File: src/core/atcs_pkg.sv
// Constants, register map and carrier types of the analog torque command block.
package atcs_pkg;
  localparam int unsigned CLK_HZ      = 250_000_000;
  localparam int unsigned HOLD_MS     = 1000;
  localparam int unsigned HOLD_CYC    = CLK_HZ / 1000 * HOLD_MS;
  localparam int unsigned AUTO_LOG2   = 4;

  localparam logic [7:0] OFS_METHOD   = 8'h00;
  localparam logic [7:0] OFS_OPTION   = 8'h04;
  localparam logic [7:0] OFS_TRQ_GAIN = 8'h08;
  localparam logic [7:0] OFS_SPD_LIM  = 8'h0C;
  localparam logic [7:0] OFS_SPD_GAIN = 8'h10;
  localparam logic [7:0] OFS_MAX_SPD  = 8'h14;
  localparam logic [7:0] OFS_OFFSET   = 8'h18;
  localparam logic [7:0] OFS_CMD      = 8'h1C;
  localparam logic [7:0] OFS_STATUS   = 8'h20;
  localparam logic [7:0] OFS_TRQ_MON  = 8'h24;
  localparam logic [7:0] OFS_FB_GAIN  = 8'h28;

  localparam logic [15:0] METHOD_RST   = 16'h0020;
  localparam logic [15:0] OPTION_RST   = 16'h0000;
  localparam logic [15:0] TRQ_GAIN_RST = 16'h001E;
  localparam logic [15:0] SPD_LIM_RST  = 16'h05DC;
  localparam logic [15:0] SPD_GAIN_RST = 16'h0096;
  localparam logic [15:0] MAX_SPD_RST  = 16'h1770;
  localparam logic [15:0] FB_GAIN_RST  = 16'h0010;
  localparam logic [15:0] TRQ_GAIN_MIN = 16'h000A;
  localparam logic [15:0] TRQ_GAIN_MAX = 16'h0064;
  localparam logic [15:0] SPD_LIM_MAX  = 16'h1770;
  localparam logic [15:0] SPD_GAIN_MAX = 16'h0BB8;

  localparam int unsigned CMD_AUTO_BIT  = 0;
  localparam int unsigned CMD_CLR_BIT   = 1;
  localparam int unsigned LIM_SRC_BIT   = 8;
  localparam logic [3:0]  MODE_TORQUE   = 4'h2;

  typedef struct packed {
    logic               valid;
    logic signed [15:0] mv;
  } atcs_sample_t;

  typedef struct packed {
    logic set;
    logic up;
    logic down;
  } atcs_keys_t;

  typedef struct packed {
    logic limiting;
    logic torque_mode;
    logic editing;
    logic offset_done;
    logic offset_busy;
  } atcs_status_t;

  typedef enum logic [4:0] {
    ST_IDLE  = 5'b00001,
    ST_AUTO  = 5'b00010,
    ST_ENTER = 5'b00100,
    ST_EDIT  = 5'b01000,
    ST_LEAVE = 5'b10000
  } atcs_state_t;
endpackage

File: src/core/atcs_top.sv
// Analog torque command path with offset adjustment, speed limit and APB registers.
`timescale 1ns/1ps
`default_nettype none

module atcs_top #(
  parameter int unsigned HOLD_CYC = atcs_pkg::HOLD_CYC
) (
  input  wire logic                   clk,
  input  wire logic                   rst,
  input  wire logic                   psel,
  input  wire logic                   penable,
  input  wire logic                   pwrite,
  input  wire logic [7:0]             paddr,
  input  wire logic [31:0]            pwdata,
  output logic [31:0]                 prdata,
  output logic                        pready,
  output logic                        pslverr,
  input  wire atcs_pkg::atcs_sample_t trq_sample,
  input  wire atcs_pkg::atcs_sample_t lim_sample,
  input  wire logic signed [15:0]     motor_speed,
  input  wire logic                   servo_on_pin,
  input  wire atcs_pkg::atcs_keys_t   keys_pin,
  output logic signed [15:0]          torque_ref,
  output logic                        torque_ref_valid,
  output logic [15:0]                 speed_limit,
  output atcs_pkg::atcs_status_t      status
);

  function automatic logic [15:0] clamp(input logic [15:0] v, input logic [15:0] lo,
                                        input logic [15:0] hi);
    clamp = (v < lo) ? lo : ((v > hi) ? hi : v);
  endfunction

  function automatic logic [15:0] umin(input logic [15:0] a, input logic [15:0] b);
    umin = (a < b) ? a : b;
  endfunction

  function automatic logic [15:0] mag(input logic signed [15:0] v);
    mag = v[15] ? 16'(-v) : 16'(v);
  endfunction

  // Pin synchronisers; only the second stage is read.
  logic [3:0] sync1_r;
  logic [3:0] sync2_r;
  always_ff @(posedge clk) begin
    if (rst) begin
      sync1_r <= 4'h0;
      sync2_r <= 4'h0;
    end else begin
      sync1_r <= {servo_on_pin, keys_pin};
      sync2_r <= sync1_r;
    end
  end
  logic servo_on;
  atcs_pkg::atcs_keys_t keys;
  logic [2:0] keys_d_r;
  assign servo_on = sync2_r[3];
  assign keys     = sync2_r[2:0];
  always_ff @(posedge clk) begin
    if (rst) keys_d_r <= 3'h0;
    else     keys_d_r <= keys;
  end

  // Register file and APB slave.
  logic [15:0] method_r, option_r, tgain_r, slim_r, sgain_r, maxspd_r, fbgain_r;
  logic [15:0] method_nxt, option_nxt, tgain_nxt, slim_nxt, sgain_nxt, maxspd_nxt, fbgain_nxt;
  logic        pready_nxt, pslverr_nxt;
  logic [31:0] prdata_nxt;
  logic        acc, wr, hit, auto_go, done_clr;
  logic signed [15:0] offset_r, offset_nxt;
  logic        done_r, done_nxt;
  atcs_pkg::atcs_state_t st_r, st_nxt;

  assign acc = psel && penable && !pready;
  // A write lands at the edge that completes the access, where pready is sampled high.
  assign wr  = psel && penable && pready && pwrite;

  always_comb begin
    method_nxt  = method_r;
    option_nxt  = option_r;
    tgain_nxt   = tgain_r;
    slim_nxt    = slim_r;
    sgain_nxt   = sgain_r;
    maxspd_nxt  = maxspd_r;
    fbgain_nxt  = fbgain_r;
    prdata_nxt  = 32'h0000_0000;
    pready_nxt  = acc;
    hit         = 1'b1;
    auto_go     = 1'b0;
    done_clr    = 1'b0;
    case (paddr)
      atcs_pkg::OFS_METHOD:   prdata_nxt = {16'h0000, method_r};
      atcs_pkg::OFS_OPTION:   prdata_nxt = {16'h0000, option_r};
      atcs_pkg::OFS_TRQ_GAIN: prdata_nxt = {16'h0000, tgain_r};
      atcs_pkg::OFS_SPD_LIM:  prdata_nxt = {16'h0000, slim_r};
      atcs_pkg::OFS_SPD_GAIN: prdata_nxt = {16'h0000, sgain_r};
      atcs_pkg::OFS_MAX_SPD:  prdata_nxt = {16'h0000, maxspd_r};
      atcs_pkg::OFS_OFFSET:   prdata_nxt = {16'h0000, offset_r};
      atcs_pkg::OFS_CMD:      prdata_nxt = 32'h0000_0000;
      atcs_pkg::OFS_STATUS:   prdata_nxt = {27'h000_0000, status};
      atcs_pkg::OFS_TRQ_MON:  prdata_nxt = {16'h0000, torque_ref};
      atcs_pkg::OFS_FB_GAIN:  prdata_nxt = {16'h0000, fbgain_r};
      default:                hit = 1'b0;
    endcase
    if (!acc || pwrite) prdata_nxt = 32'h0000_0000;
    pslverr_nxt = acc && !hit;
    if (wr) begin
      case (paddr)
        atcs_pkg::OFS_METHOD:   method_nxt = pwdata[15:0];
        atcs_pkg::OFS_OPTION:   option_nxt = pwdata[15:0];
        atcs_pkg::OFS_TRQ_GAIN: tgain_nxt  = clamp(pwdata[15:0], atcs_pkg::TRQ_GAIN_MIN,
                                                   atcs_pkg::TRQ_GAIN_MAX);
        atcs_pkg::OFS_SPD_LIM:  slim_nxt   = umin(pwdata[15:0], atcs_pkg::SPD_LIM_MAX);
        atcs_pkg::OFS_SPD_GAIN: sgain_nxt  = umin(pwdata[15:0], atcs_pkg::SPD_GAIN_MAX);
        atcs_pkg::OFS_MAX_SPD:  maxspd_nxt = pwdata[15:0];
        atcs_pkg::OFS_FB_GAIN:  fbgain_nxt = pwdata[15:0];
        atcs_pkg::OFS_CMD: begin
          auto_go  = pwdata[atcs_pkg::CMD_AUTO_BIT];
          done_clr = pwdata[atcs_pkg::CMD_CLR_BIT];
        end
        default: ;
      endcase
    end
  end

  always_ff @(posedge clk) begin
    if (rst) begin
      method_r <= atcs_pkg::METHOD_RST;
      option_r <= atcs_pkg::OPTION_RST;
      tgain_r  <= atcs_pkg::TRQ_GAIN_RST;
      slim_r   <= atcs_pkg::SPD_LIM_RST;
      sgain_r  <= atcs_pkg::SPD_GAIN_RST;
      maxspd_r <= atcs_pkg::MAX_SPD_RST;
      fbgain_r <= atcs_pkg::FB_GAIN_RST;
      prdata   <= 32'h0000_0000;
      pready   <= 1'b0;
      pslverr  <= 1'b0;
    end else begin
      method_r <= method_nxt;
      option_r <= option_nxt;
      tgain_r  <= tgain_nxt;
      slim_r   <= slim_nxt;
      sgain_r  <= sgain_nxt;
      maxspd_r <= maxspd_nxt;
      fbgain_r <= fbgain_nxt;
      prdata   <= prdata_nxt;
      pready   <= pready_nxt;
      pslverr  <= pslverr_nxt;
    end
  end

  // Offset adjustment: automatic averaging or manual key entry.
  logic signed [19:0] acc_r, acc_nxt;
  logic [4:0]         cnt_r, cnt_nxt;
  logic [31:0]        hold_r, hold_nxt;
  logic signed [15:0] edit_r, edit_nxt;
  logic               up_ev, dn_ev, held;
  logic signed [15:0] avg;
  assign up_ev = keys.up && !keys_d_r[1];
  assign dn_ev = keys.down && !keys_d_r[0];
  assign held  = hold_r >= HOLD_CYC;
  assign avg   = 16'(acc_r >>> atcs_pkg::AUTO_LOG2);

  always_comb begin
    st_nxt     = st_r;
    acc_nxt    = acc_r;
    cnt_nxt    = cnt_r;
    edit_nxt   = edit_r;
    offset_nxt = offset_r;
    done_nxt   = done_r && !done_clr;
    hold_nxt   = keys.set ? (held ? hold_r : hold_r + 32'h0000_0001) : 32'h0000_0000;
    if (wr && paddr == atcs_pkg::OFS_OFFSET) offset_nxt = pwdata[15:0];
    case (st_r)
      atcs_pkg::ST_IDLE: begin
        if (auto_go && !servo_on) begin
          st_nxt  = atcs_pkg::ST_AUTO;
          acc_nxt = 20'sh0_0000;
          cnt_nxt = 5'h00;
        end else if (held) begin
          st_nxt   = atcs_pkg::ST_ENTER;
          edit_nxt = 16'sh0000;
        end
      end
      atcs_pkg::ST_AUTO: begin
        if (trq_sample.valid) begin
          acc_nxt = acc_r + 20'(trq_sample.mv);
          cnt_nxt = cnt_r + 5'h01;
        end
        if (cnt_r[atcs_pkg::AUTO_LOG2]) begin
          offset_nxt = avg;
          done_nxt   = 1'b1;
          st_nxt     = atcs_pkg::ST_IDLE;
        end
      end
      atcs_pkg::ST_ENTER: if (!keys.set) st_nxt = atcs_pkg::ST_EDIT;
      atcs_pkg::ST_EDIT: begin
        if (up_ev)      edit_nxt = edit_r + 16'sh0001;
        else if (dn_ev) edit_nxt = edit_r - 16'sh0001;
        if (held) begin
          offset_nxt = edit_r;
          st_nxt     = atcs_pkg::ST_LEAVE;
        end
      end
      atcs_pkg::ST_LEAVE: if (!keys.set) st_nxt = atcs_pkg::ST_IDLE;
      default: st_nxt = atcs_pkg::ST_IDLE;
    endcase
  end

  always_ff @(posedge clk) begin
    if (rst) begin
      st_r     <= atcs_pkg::ST_IDLE;
      acc_r    <= 20'sh0_0000;
      cnt_r    <= 5'h00;
      hold_r   <= 32'h0000_0000;
      edit_r   <= 16'sh0000;
      offset_r <= 16'sh0000;
      done_r   <= 1'b0;
    end else begin
      st_r     <= st_nxt;
      acc_r    <= acc_nxt;
      cnt_r    <= cnt_nxt;
      hold_r   <= hold_nxt;
      edit_r   <= edit_nxt;
      offset_r <= offset_nxt;
      done_r   <= done_nxt;
    end
  end

  // Torque path. Reference unit is 0.1 % of rated torque, input unit is 1 mV.
  logic [3:0]         mode;
  logic               trq_mode;
  logic signed [21:0] diff, scaled;
  logic signed [15:0] raw, ref_nxt;
  logic [31:0]        ext_lim;
  logic [15:0]        int_lim, lim_nxt, ext_lim_r, ext_lim_nxt, over;
  logic signed [31:0] fb;
  logic               limiting_nxt;
  logic signed [15:0] ref_r;
  logic               valid_r;
  logic [15:0]        lim_r;
  atcs_pkg::atcs_status_t status_r, status_nxt;

  assign mode     = method_r[7:4];
  assign trq_mode = (mode == 4'h2) || (mode == 4'h6) ||
                    (mode == 4'h8) || (mode == 4'h9);
  assign diff     = 22'(trq_sample.mv) - 22'(offset_r);
  // Gain step is 0.1 V, so rated voltage in mV is gain*100 and ref = diff*10/gain.
  assign scaled   = (diff * 22'sd10) / $signed({6'h00, tgain_r});
  assign raw      = (scaled > 22'sd32767) ? 16'sh7FFF :
                    ((scaled < -22'sd32767) ? -16'sh7FFF : 16'(scaled));
  assign ext_lim  = 32'(mag(lim_sample.mv)) * 32'(sgain_r) / 32'd1000;
  assign int_lim  = umin(slim_r, maxspd_r);

  always_comb begin
    ext_lim_nxt = ext_lim_r;
    if (lim_sample.valid) ext_lim_nxt = (ext_lim > 32'h0000_FFFF) ? 16'hFFFF : ext_lim[15:0];
    lim_nxt = option_r[atcs_pkg::LIM_SRC_BIT] ? umin(ext_lim_r, int_lim) : int_lim;
    over    = (mag(motor_speed) > lim_r) ? (mag(motor_speed) - lim_r) : 16'h0000;
    // Proportional pull-back only; the steady speed depends on load, as expected.
    fb      = (32'(over) * 32'(fbgain_r)) >>> 4;
    limiting_nxt = over != 16'h0000;
    ref_nxt = ref_r;
    if (trq_sample.valid) begin
      if (!trq_mode) ref_nxt = 16'sh0000;
      else if (!limiting_nxt) ref_nxt = raw;
      else if (motor_speed[15])
        ref_nxt = (32'(raw) + fb > 32'sd32767) ? 16'sh7FFF : 16'(32'(raw) + fb);
      else
        ref_nxt = (32'(raw) - fb < -32'sd32767) ? -16'sh7FFF : 16'(32'(raw) - fb);
    end
  end

  always_ff @(posedge clk) begin
    if (rst) begin
      ref_r      <= 16'sh0000;
      valid_r    <= 1'b0;
      lim_r      <= atcs_pkg::SPD_LIM_RST;
      ext_lim_r  <= 16'h0000;
      status_r   <= '0;
    end else begin
      ref_r      <= ref_nxt;
      valid_r    <= trq_sample.valid;
      lim_r      <= lim_nxt;
      ext_lim_r  <= ext_lim_nxt;
      status_r   <= status_nxt;
    end
  end

  assign torque_ref         = ref_r;
  assign torque_ref_valid   = valid_r;
  assign speed_limit        = lim_r;
  // Status is built from next values and registered, so all bits but limiting keep the timing of their sources; limiting lags over by one cycle.
  assign status_nxt = '{limiting:    limiting_nxt,
                        torque_mode: method_nxt[7:4] == atcs_pkg::MODE_TORQUE,
                        editing:     st_nxt == atcs_pkg::ST_EDIT,
                        offset_done: done_nxt,
                        offset_busy: st_nxt == atcs_pkg::ST_AUTO};
  assign status     = status_r;
endmodule
`default_nettype wire

File: config.mk
export PLATFORM = sky130hd
export DESIGN_NAME = atcs_top
export DESIGN_NICKNAME = d
export VERILOG_FILES = /design/src/core/atcs_pkg.sv /design/src/core/atcs_top.sv
export SDC_FILE = /design/constraint.sdc
export NUM_CORES = 2
export LEC_CHECK = 0
export ABC_AREA = 1
export BUFFER_PORTS_ARGS = -buffer_cell sky130_fd_sc_hd__buf_2
export CAP_MARGIN = 20
export CELL_PAD_IN_SITES_DETAIL_PLACEMENT = 1
export CELL_PAD_IN_SITES_GLOBAL_PLACEMENT = 1
export CORE_MARGIN = 5
export CORE_UTILIZATION = 40
export CTS_CLUSTER_SIZE = 30
export DETAILED_ROUTE_END_ITERATION = 8
export GPL_ROUTABILITY_DRIVEN = 0
export PLACE_DENSITY_LB_ADDON = 0.1
export SKIP_LAST_GASP = 1
export SYNTH_ARGS = -nofsm -noshare
export SYNTH_HDL_FRONTEND = slang
export SYNTH_SLANG_ARGS = --single-unit
File: constraint.sdc
create_clock -name clk -period 126.7 [get_ports clk]
set_input_delay 0 -clock clk [delete_from_list [all_inputs] [get_ports clk]]
set_output_delay 0 -clock clk [all_outputs]
set_load 0.05 [all_outputs]
### After elaboration in Yosys (flattened, before gate mapping)

Index checks and enable logic that the tools add are counted.

| storage, ports and cells | value |
|---|---|
| logic and storage cells | 173 |
| output and inout bits | 72 |
| register bits | 304 |

| operators by class | value |
|---|---|
| multiply operators | 3 |
| multiplexer cells | 50 |
| $add $sub $neg | 11 |
| magnitude comparators | 13 |
| reduce and logical (&&, ||, !) cells | 37 |
| div/mod/pow operators | 2 |
| bitwise gates (word level) | 1 |
| equal/unequal tests | 27 |

Operators with widths:

| cell | number |
|---|---|
| $mux W16 | 25 |
| $pmux W16 S10 | 1 |
| $gt A32 B16 Y1 const B | 2 |
| $mul A16 B16 Y32 | 2 |
| $pmux W16 S2 | 2 |
| $mux W20 | 2 |
| $mux W5 | 8 |
| $pmux W20 S2 | 1 |
| $add A32 B1 Y32 const B | 1 |
| $div A32 B10 Y32 const B | 1 |
| $eq A8 B5 Y1 const B | 4 |
| $ge A32 B28 Y1 const B | 1 |
| $lt A16 B16 Y1 | 2 |
| $lt A32 B16 Y1 const B | 1 |
| $neg A16 Y16 | 2 |
| $add A16 B29 Y30 | 1 |
| $sub A16 B29 Y30 | 1 |
| $pmux W5 S5 | 1 |
| $eq A8 B6 Y1 const B | 3 |
| $div A22 B17 Y22 | 1 |
| $gt A22 B16 Y1 const B | 1 |
| $lt A22 B16 Y1 const B | 1 |
| $mul A17 B4 Y21 const B | 1 |
| $add A20 B16 Y20 | 1 |
| 37 further kinds | 78 |

### Longest topological paths before layout

| depth | value |
|---|---|
| depth in word-level cells | 12 |
| gate-level depth with buffers | 489 |
| depth with buffers taken out | 464 |

### Least setup slack after synthesis

OpenSTA, ideal clock, no wires.

| path | value |
|---|---|
| path type | flip-flop to flip-flop |
| from | register offset_r[0] |
| to | register ref_r[6], in the netlist torque_ref[6] |
| slack | 62.477 ns |
| arrival time | 64.091 ns |
| stages on the path, launching flop included | 466 |
| path buffers | 25 |
| setup time | 0.132 ns |
| cell sequence | dfxtp_1 > ha_1 > fa_1 > nand3b_1 > and2_1 > inv_1 > a21oi_1 > o21bai_1 > a21oi_1 > o21bai_1 > a21oi_1 > o21bai_1 > a21oi_1 > o21bai_1 > a21oi_1 > o21ai_1 > nand2_1 > a22oi_1 > [... 430 more ...] > o31ai_1 > nand3_1 > nand2_1 > a21oi_1 > o21ai_0 > o21ai_0 > a221o_1 > nor2_1 > nor2_1 > nand2_1 > nand2_1 > nor2_1 > inv_1 > clkbuf_1 > a21oi_1 > o21ai_0 > o211ai_1 > a21oi_1 |

| between the ends | value |
|---|---|
| longest elaborated chain between the ends | 12 |
| elaborated cells on any way between the ends | 16 |
| those cells by class | 3 x add/sub; 1 x mul; 1 x div; 4 x order compare; 7 x mux |

RTL lines:

| element | RTL line | text |
|---|---|---|
| from (decl) | atcs_top.sv:70 | `logic signed [15:0] offset_r, offset_nxt;` |
| from (signal assigned) | atcs_top.sv:224 | `offset_r <= offset_nxt;` |
| $sub A16 B16 Y17 * | atcs_top.sv:246 | `assign diff = 22'(trq_sample.mv) - 22'(offset_r);` |
| $mul A17 B4 Y21 * | atcs_top.sv:248 | `assign scaled = (diff * 22'sd10) / $signed({6'h00, tgain_r});` |
| $div A22 B17 Y22 * | atcs_top.sv:248 |  |
| $lt A22 B16 Y1 | atcs_top.sv:250 | `((scaled < -22'sd32767) ? -16'sh7FFF : 16'(scaled));` |
| $mux W16 | atcs_top.sv:250 |  |
| $mux W16 * | atcs_top.sv:249 | `assign raw = (scaled > 22'sd32767) ? 16'sh7FFF :` |
| $sub A16 B29 Y30 or $add A16 B29 Y30 (tied branches) | atcs_top.sv:269, atcs_top.sv:267 |  |
| $lt A32 B16 Y1 or $gt A32 B16 Y1 (tied branches) | atcs_top.sv:269, atcs_top.sv:267 |  |
| $mux W16, on equally long branches | atcs_top.sv:269, atcs_top.sv:267 |  |
| $mux W16 | atcs_top.sv:266 | `else if (motor_speed[15])` |
| $mux W16 * | atcs_top.sv:265 | `else if (!limiting_nxt) ref_nxt = raw;` |
| $mux W16 * | atcs_top.sv:264 | `if (!trq_mode) ref_nxt = 16'sh0000;` |
| to (signal assigned) | atcs_top.sv:281 | `ref_r <= ref_nxt;` |
| to (decl) | atcs_top.sv:238 | `logic signed [15:0] ref_r;` |

Every way passes the cells marked *; elsewhere a longest branch is shown, timed or not.
A chain may end at the register's enable or synchronous reset.

### Final worst setup path

| path | value |
|---|---|
| from | register offset_r[0] |
| to | register ref_r[13], in the netlist torque_ref[13] |

Same word-level chain as after synthesis.

==> results.yml <==
routing:
  ant_nets: 0
  via_per_inst: 5.27
  drc: 0
  drt_wl_total_microns: 183000
  wl_per_cell_microns: 19.2
  vias: 50400
  drt_iter0_drc: 2351
  drtPass1Iterations: 5
setup_path:
  cp_data_required_time_ns: 127.11
  cp.depth: 447
  r2r-start: "offset_r[0]"
  crit_slowest_cell: "a21oi_1"
  path_common_cell: "a21oi_1"
  rr_worst_depth: 447
  cp-end-kind: "flop"
  crit_buf_inv: 83
  crit_type: "reg -> reg"
  cp_max_fo: 29
  cp_data_arrival_time_ns: 77.79
  crit_path_max_incr_delay_ns: 0.77
  cp-start-kind: "flop"
  path_delay_family: "compound AO/OA/AOI/OAI gates"
  cp-startpoint: "offset_r[0]"
die:
  die_w_microns: 372
  pin_count: 171
  die_area_sq_mm: 0.139
  core_sq_mm: 0.131
  die_h_microns: 372
  rows: 133
  initial_core_util_pct: 40.1
clocking:
  cts_resized: 0
  clock_path_buffers: 3
  htree_levels: 2
  clkSinkCount: 288
  cts-buffers-inserted: 38
  path_clk_slew_ns: 0.07
  tritoncts: "built"
  clock_latency_ns: 0.61
  cts_root_buf: "clkbuf_16"
synthesis:
  ys_seq_area_share_pct: 11.0
  avgSynthCellArea_sq_um: 6.82
  ys.flop_type: "dfxtp_1"
  netlist.area_leader.share_pct: 15.1
  synth_top_area_cell: "fa_1"
  synth.area.top_cells: "fa_1 (15%), ha_1 (15%), nand2_1 (11%)"
  synth_edf_count: 0
  ys_async_sr_fraction_pct: 0
  synthCells: 7699
  netlist_area_sq_mm: 0.0525
  ys_ff_latch: 288
  yosysUniqueCellTypes: 79
  synth_warnings: 0
sta:
  rsz0062_at_grt: "no"
  post-route-period-util_pct: 61.1
  max_slew_margin_pct: 16.3
  finalSetupViolations: 0
  period_needed_ns: 77.38
  final_hold_viol_count: 0
  tightestPinTransition_ns: 1.25
  fin_setup_tns_ns: 0
  hold_slack_ns: 0.0463
  fin_skew_ns: 0.0571
  slew_violations: 0
  fmax_ghz: 0.0129
global_routing:
  antenna_found_initial: 14
  grt_pass1_vias: 52100
  grt_overflow: 0
  grt_max_degree: 89
  grt_usage_pct: 26.1
  grt_pass1_wl_microns: 288000
placed_design:
  portBuffers: 138
  dpl.hpwl_microns: 150000
finish:
  top_register: "hold_r"
  nNetsFinal: 8892
  fill_cells: 17100
  drive_gt1_share_pct: 8.26
  multiInputGateArea_sq_mm: 0.0406
  syn_to_final_growth_pct: 7.95
  largest_reg_flops: 32
  layout_common_cells: "nand2_1 (1,556), inv_1 (1,346), nor2_1 (660), ha_1 (629), a21oi_1 (540)"
  final_common_cell: "nand2_1"
  largest_registers: "hold_r x32, acc_r x20"
  seqCellArea_sq_mm: 0.00577
run:
  drv_cap: 0
worst_hold_path:
  worstHoldStart: "trq_sample[12]"
  worstHoldPathCells: 6
  worstHoldPathType: "in -> reg"
status:
  status: "finished clean"
-- layer usage --
layer / GRT usage, % / vias up / wire length [microns]
met2: 46.3 / 819 / 88900
met4: 5.58 / 8 / 4400
met5: 0 / - / 55
met1: 34.3 / 24700 / 82000
met3: 2.68 / 186 / 7910
li1: - / 24700 / -
-- final timing paths --
kind                                       end  slack (ns)
worst min-delay path                 acc_r[12]        0.05
worst max register to register  torque_ref[13]       49.32
worst max-delay path            torque_ref[13]       49.32
worst min register to register      sync2_r[1]        0.41
-- cell families (layout without fill, tap and decap cells) --
family / count (synthesis) / after routing / synth area share, %
adder cells (fa/ha/maj): 1024 / 1024 / 30.0
multiplexers: 1 / 1 / 0.0191
flip-flops: 288 / 288 / 11.0
AND/OR/NAND/NOR: 3019 / 3019 / 25.9
XOR/XNOR: 361 / 361 / 6.02
buffers and inverters: 1647 / 1729 / 12.0
other: 1 / 25 / 0.00714
AO/OA/AOI/OAI: 1358 / 1358 / 15.0
-- Yosys cell counts (94+ instances only) --
| cell type | count |
|---|---|
| nand3_1 | 277 |
| dfxtp_1 | 288 |
| inv_1 | 1346 |
| a21oi_1 | 540 |
| o21ai_0 | 385 |
| xor2_1 | 258 |
| xnor2_1 | 103 |
| fa_1 | 395 |
| nand2_2 | 94 |
| clkbuf_1 | 185 |
| nand2_1 | 1556 |
| ha_1 | 629 |
| nor2_1 | 662 |
-- cell type report --
class,instances,area share [%]
clock buffer,54,1.91
multi-input combinational,5779,71.5
timing repair buffer,237,2.73
clock inverter,13,0.269
sequential,288,10.2
tap,1755,3.87
inverter,1425,9.50
antenna,9,0.0397
-- through the flow --
step | util, % | instance area (sq um) | instances | worst slack (ns)
2_1_floorplan | - | 52600 | 7714 | 62.48
3_3_place_gp | 42.0 | 55000 | 9439 | 51.81
3_5_place_dp | 42.0 | 55000 | 9439 | 49.48
4_1_cts | 43.3 | 56700 | 9550 | 48.97
5_1_grt | 43.3 | 56700 | 9552 | 40.90
6_report | 43.3 | 56700 | 9560 | 49.32
-- worst register-to-register path: cells and delay by family (launching register included) --
kind,cells,cell delay [ns]
AO/OA/AOI/OAI,203,38.36
XOR/XNOR,1,0.25
adder cells (fa/ha/maj),28,9.03
buffers and inverters,83,11.10
flip-flops,1,0.37
AND/OR/NAND/NOR,132,18.05
-- what timing repair did --
item                      CTS  global route
hold endpoints to repair  119             0
buffers inserted            0             0
hold buffers               44             0
Power is left out: the tool's default activity adds up to more than one toggle a clock period on the data nets, which glitch-free logic cannot reach.
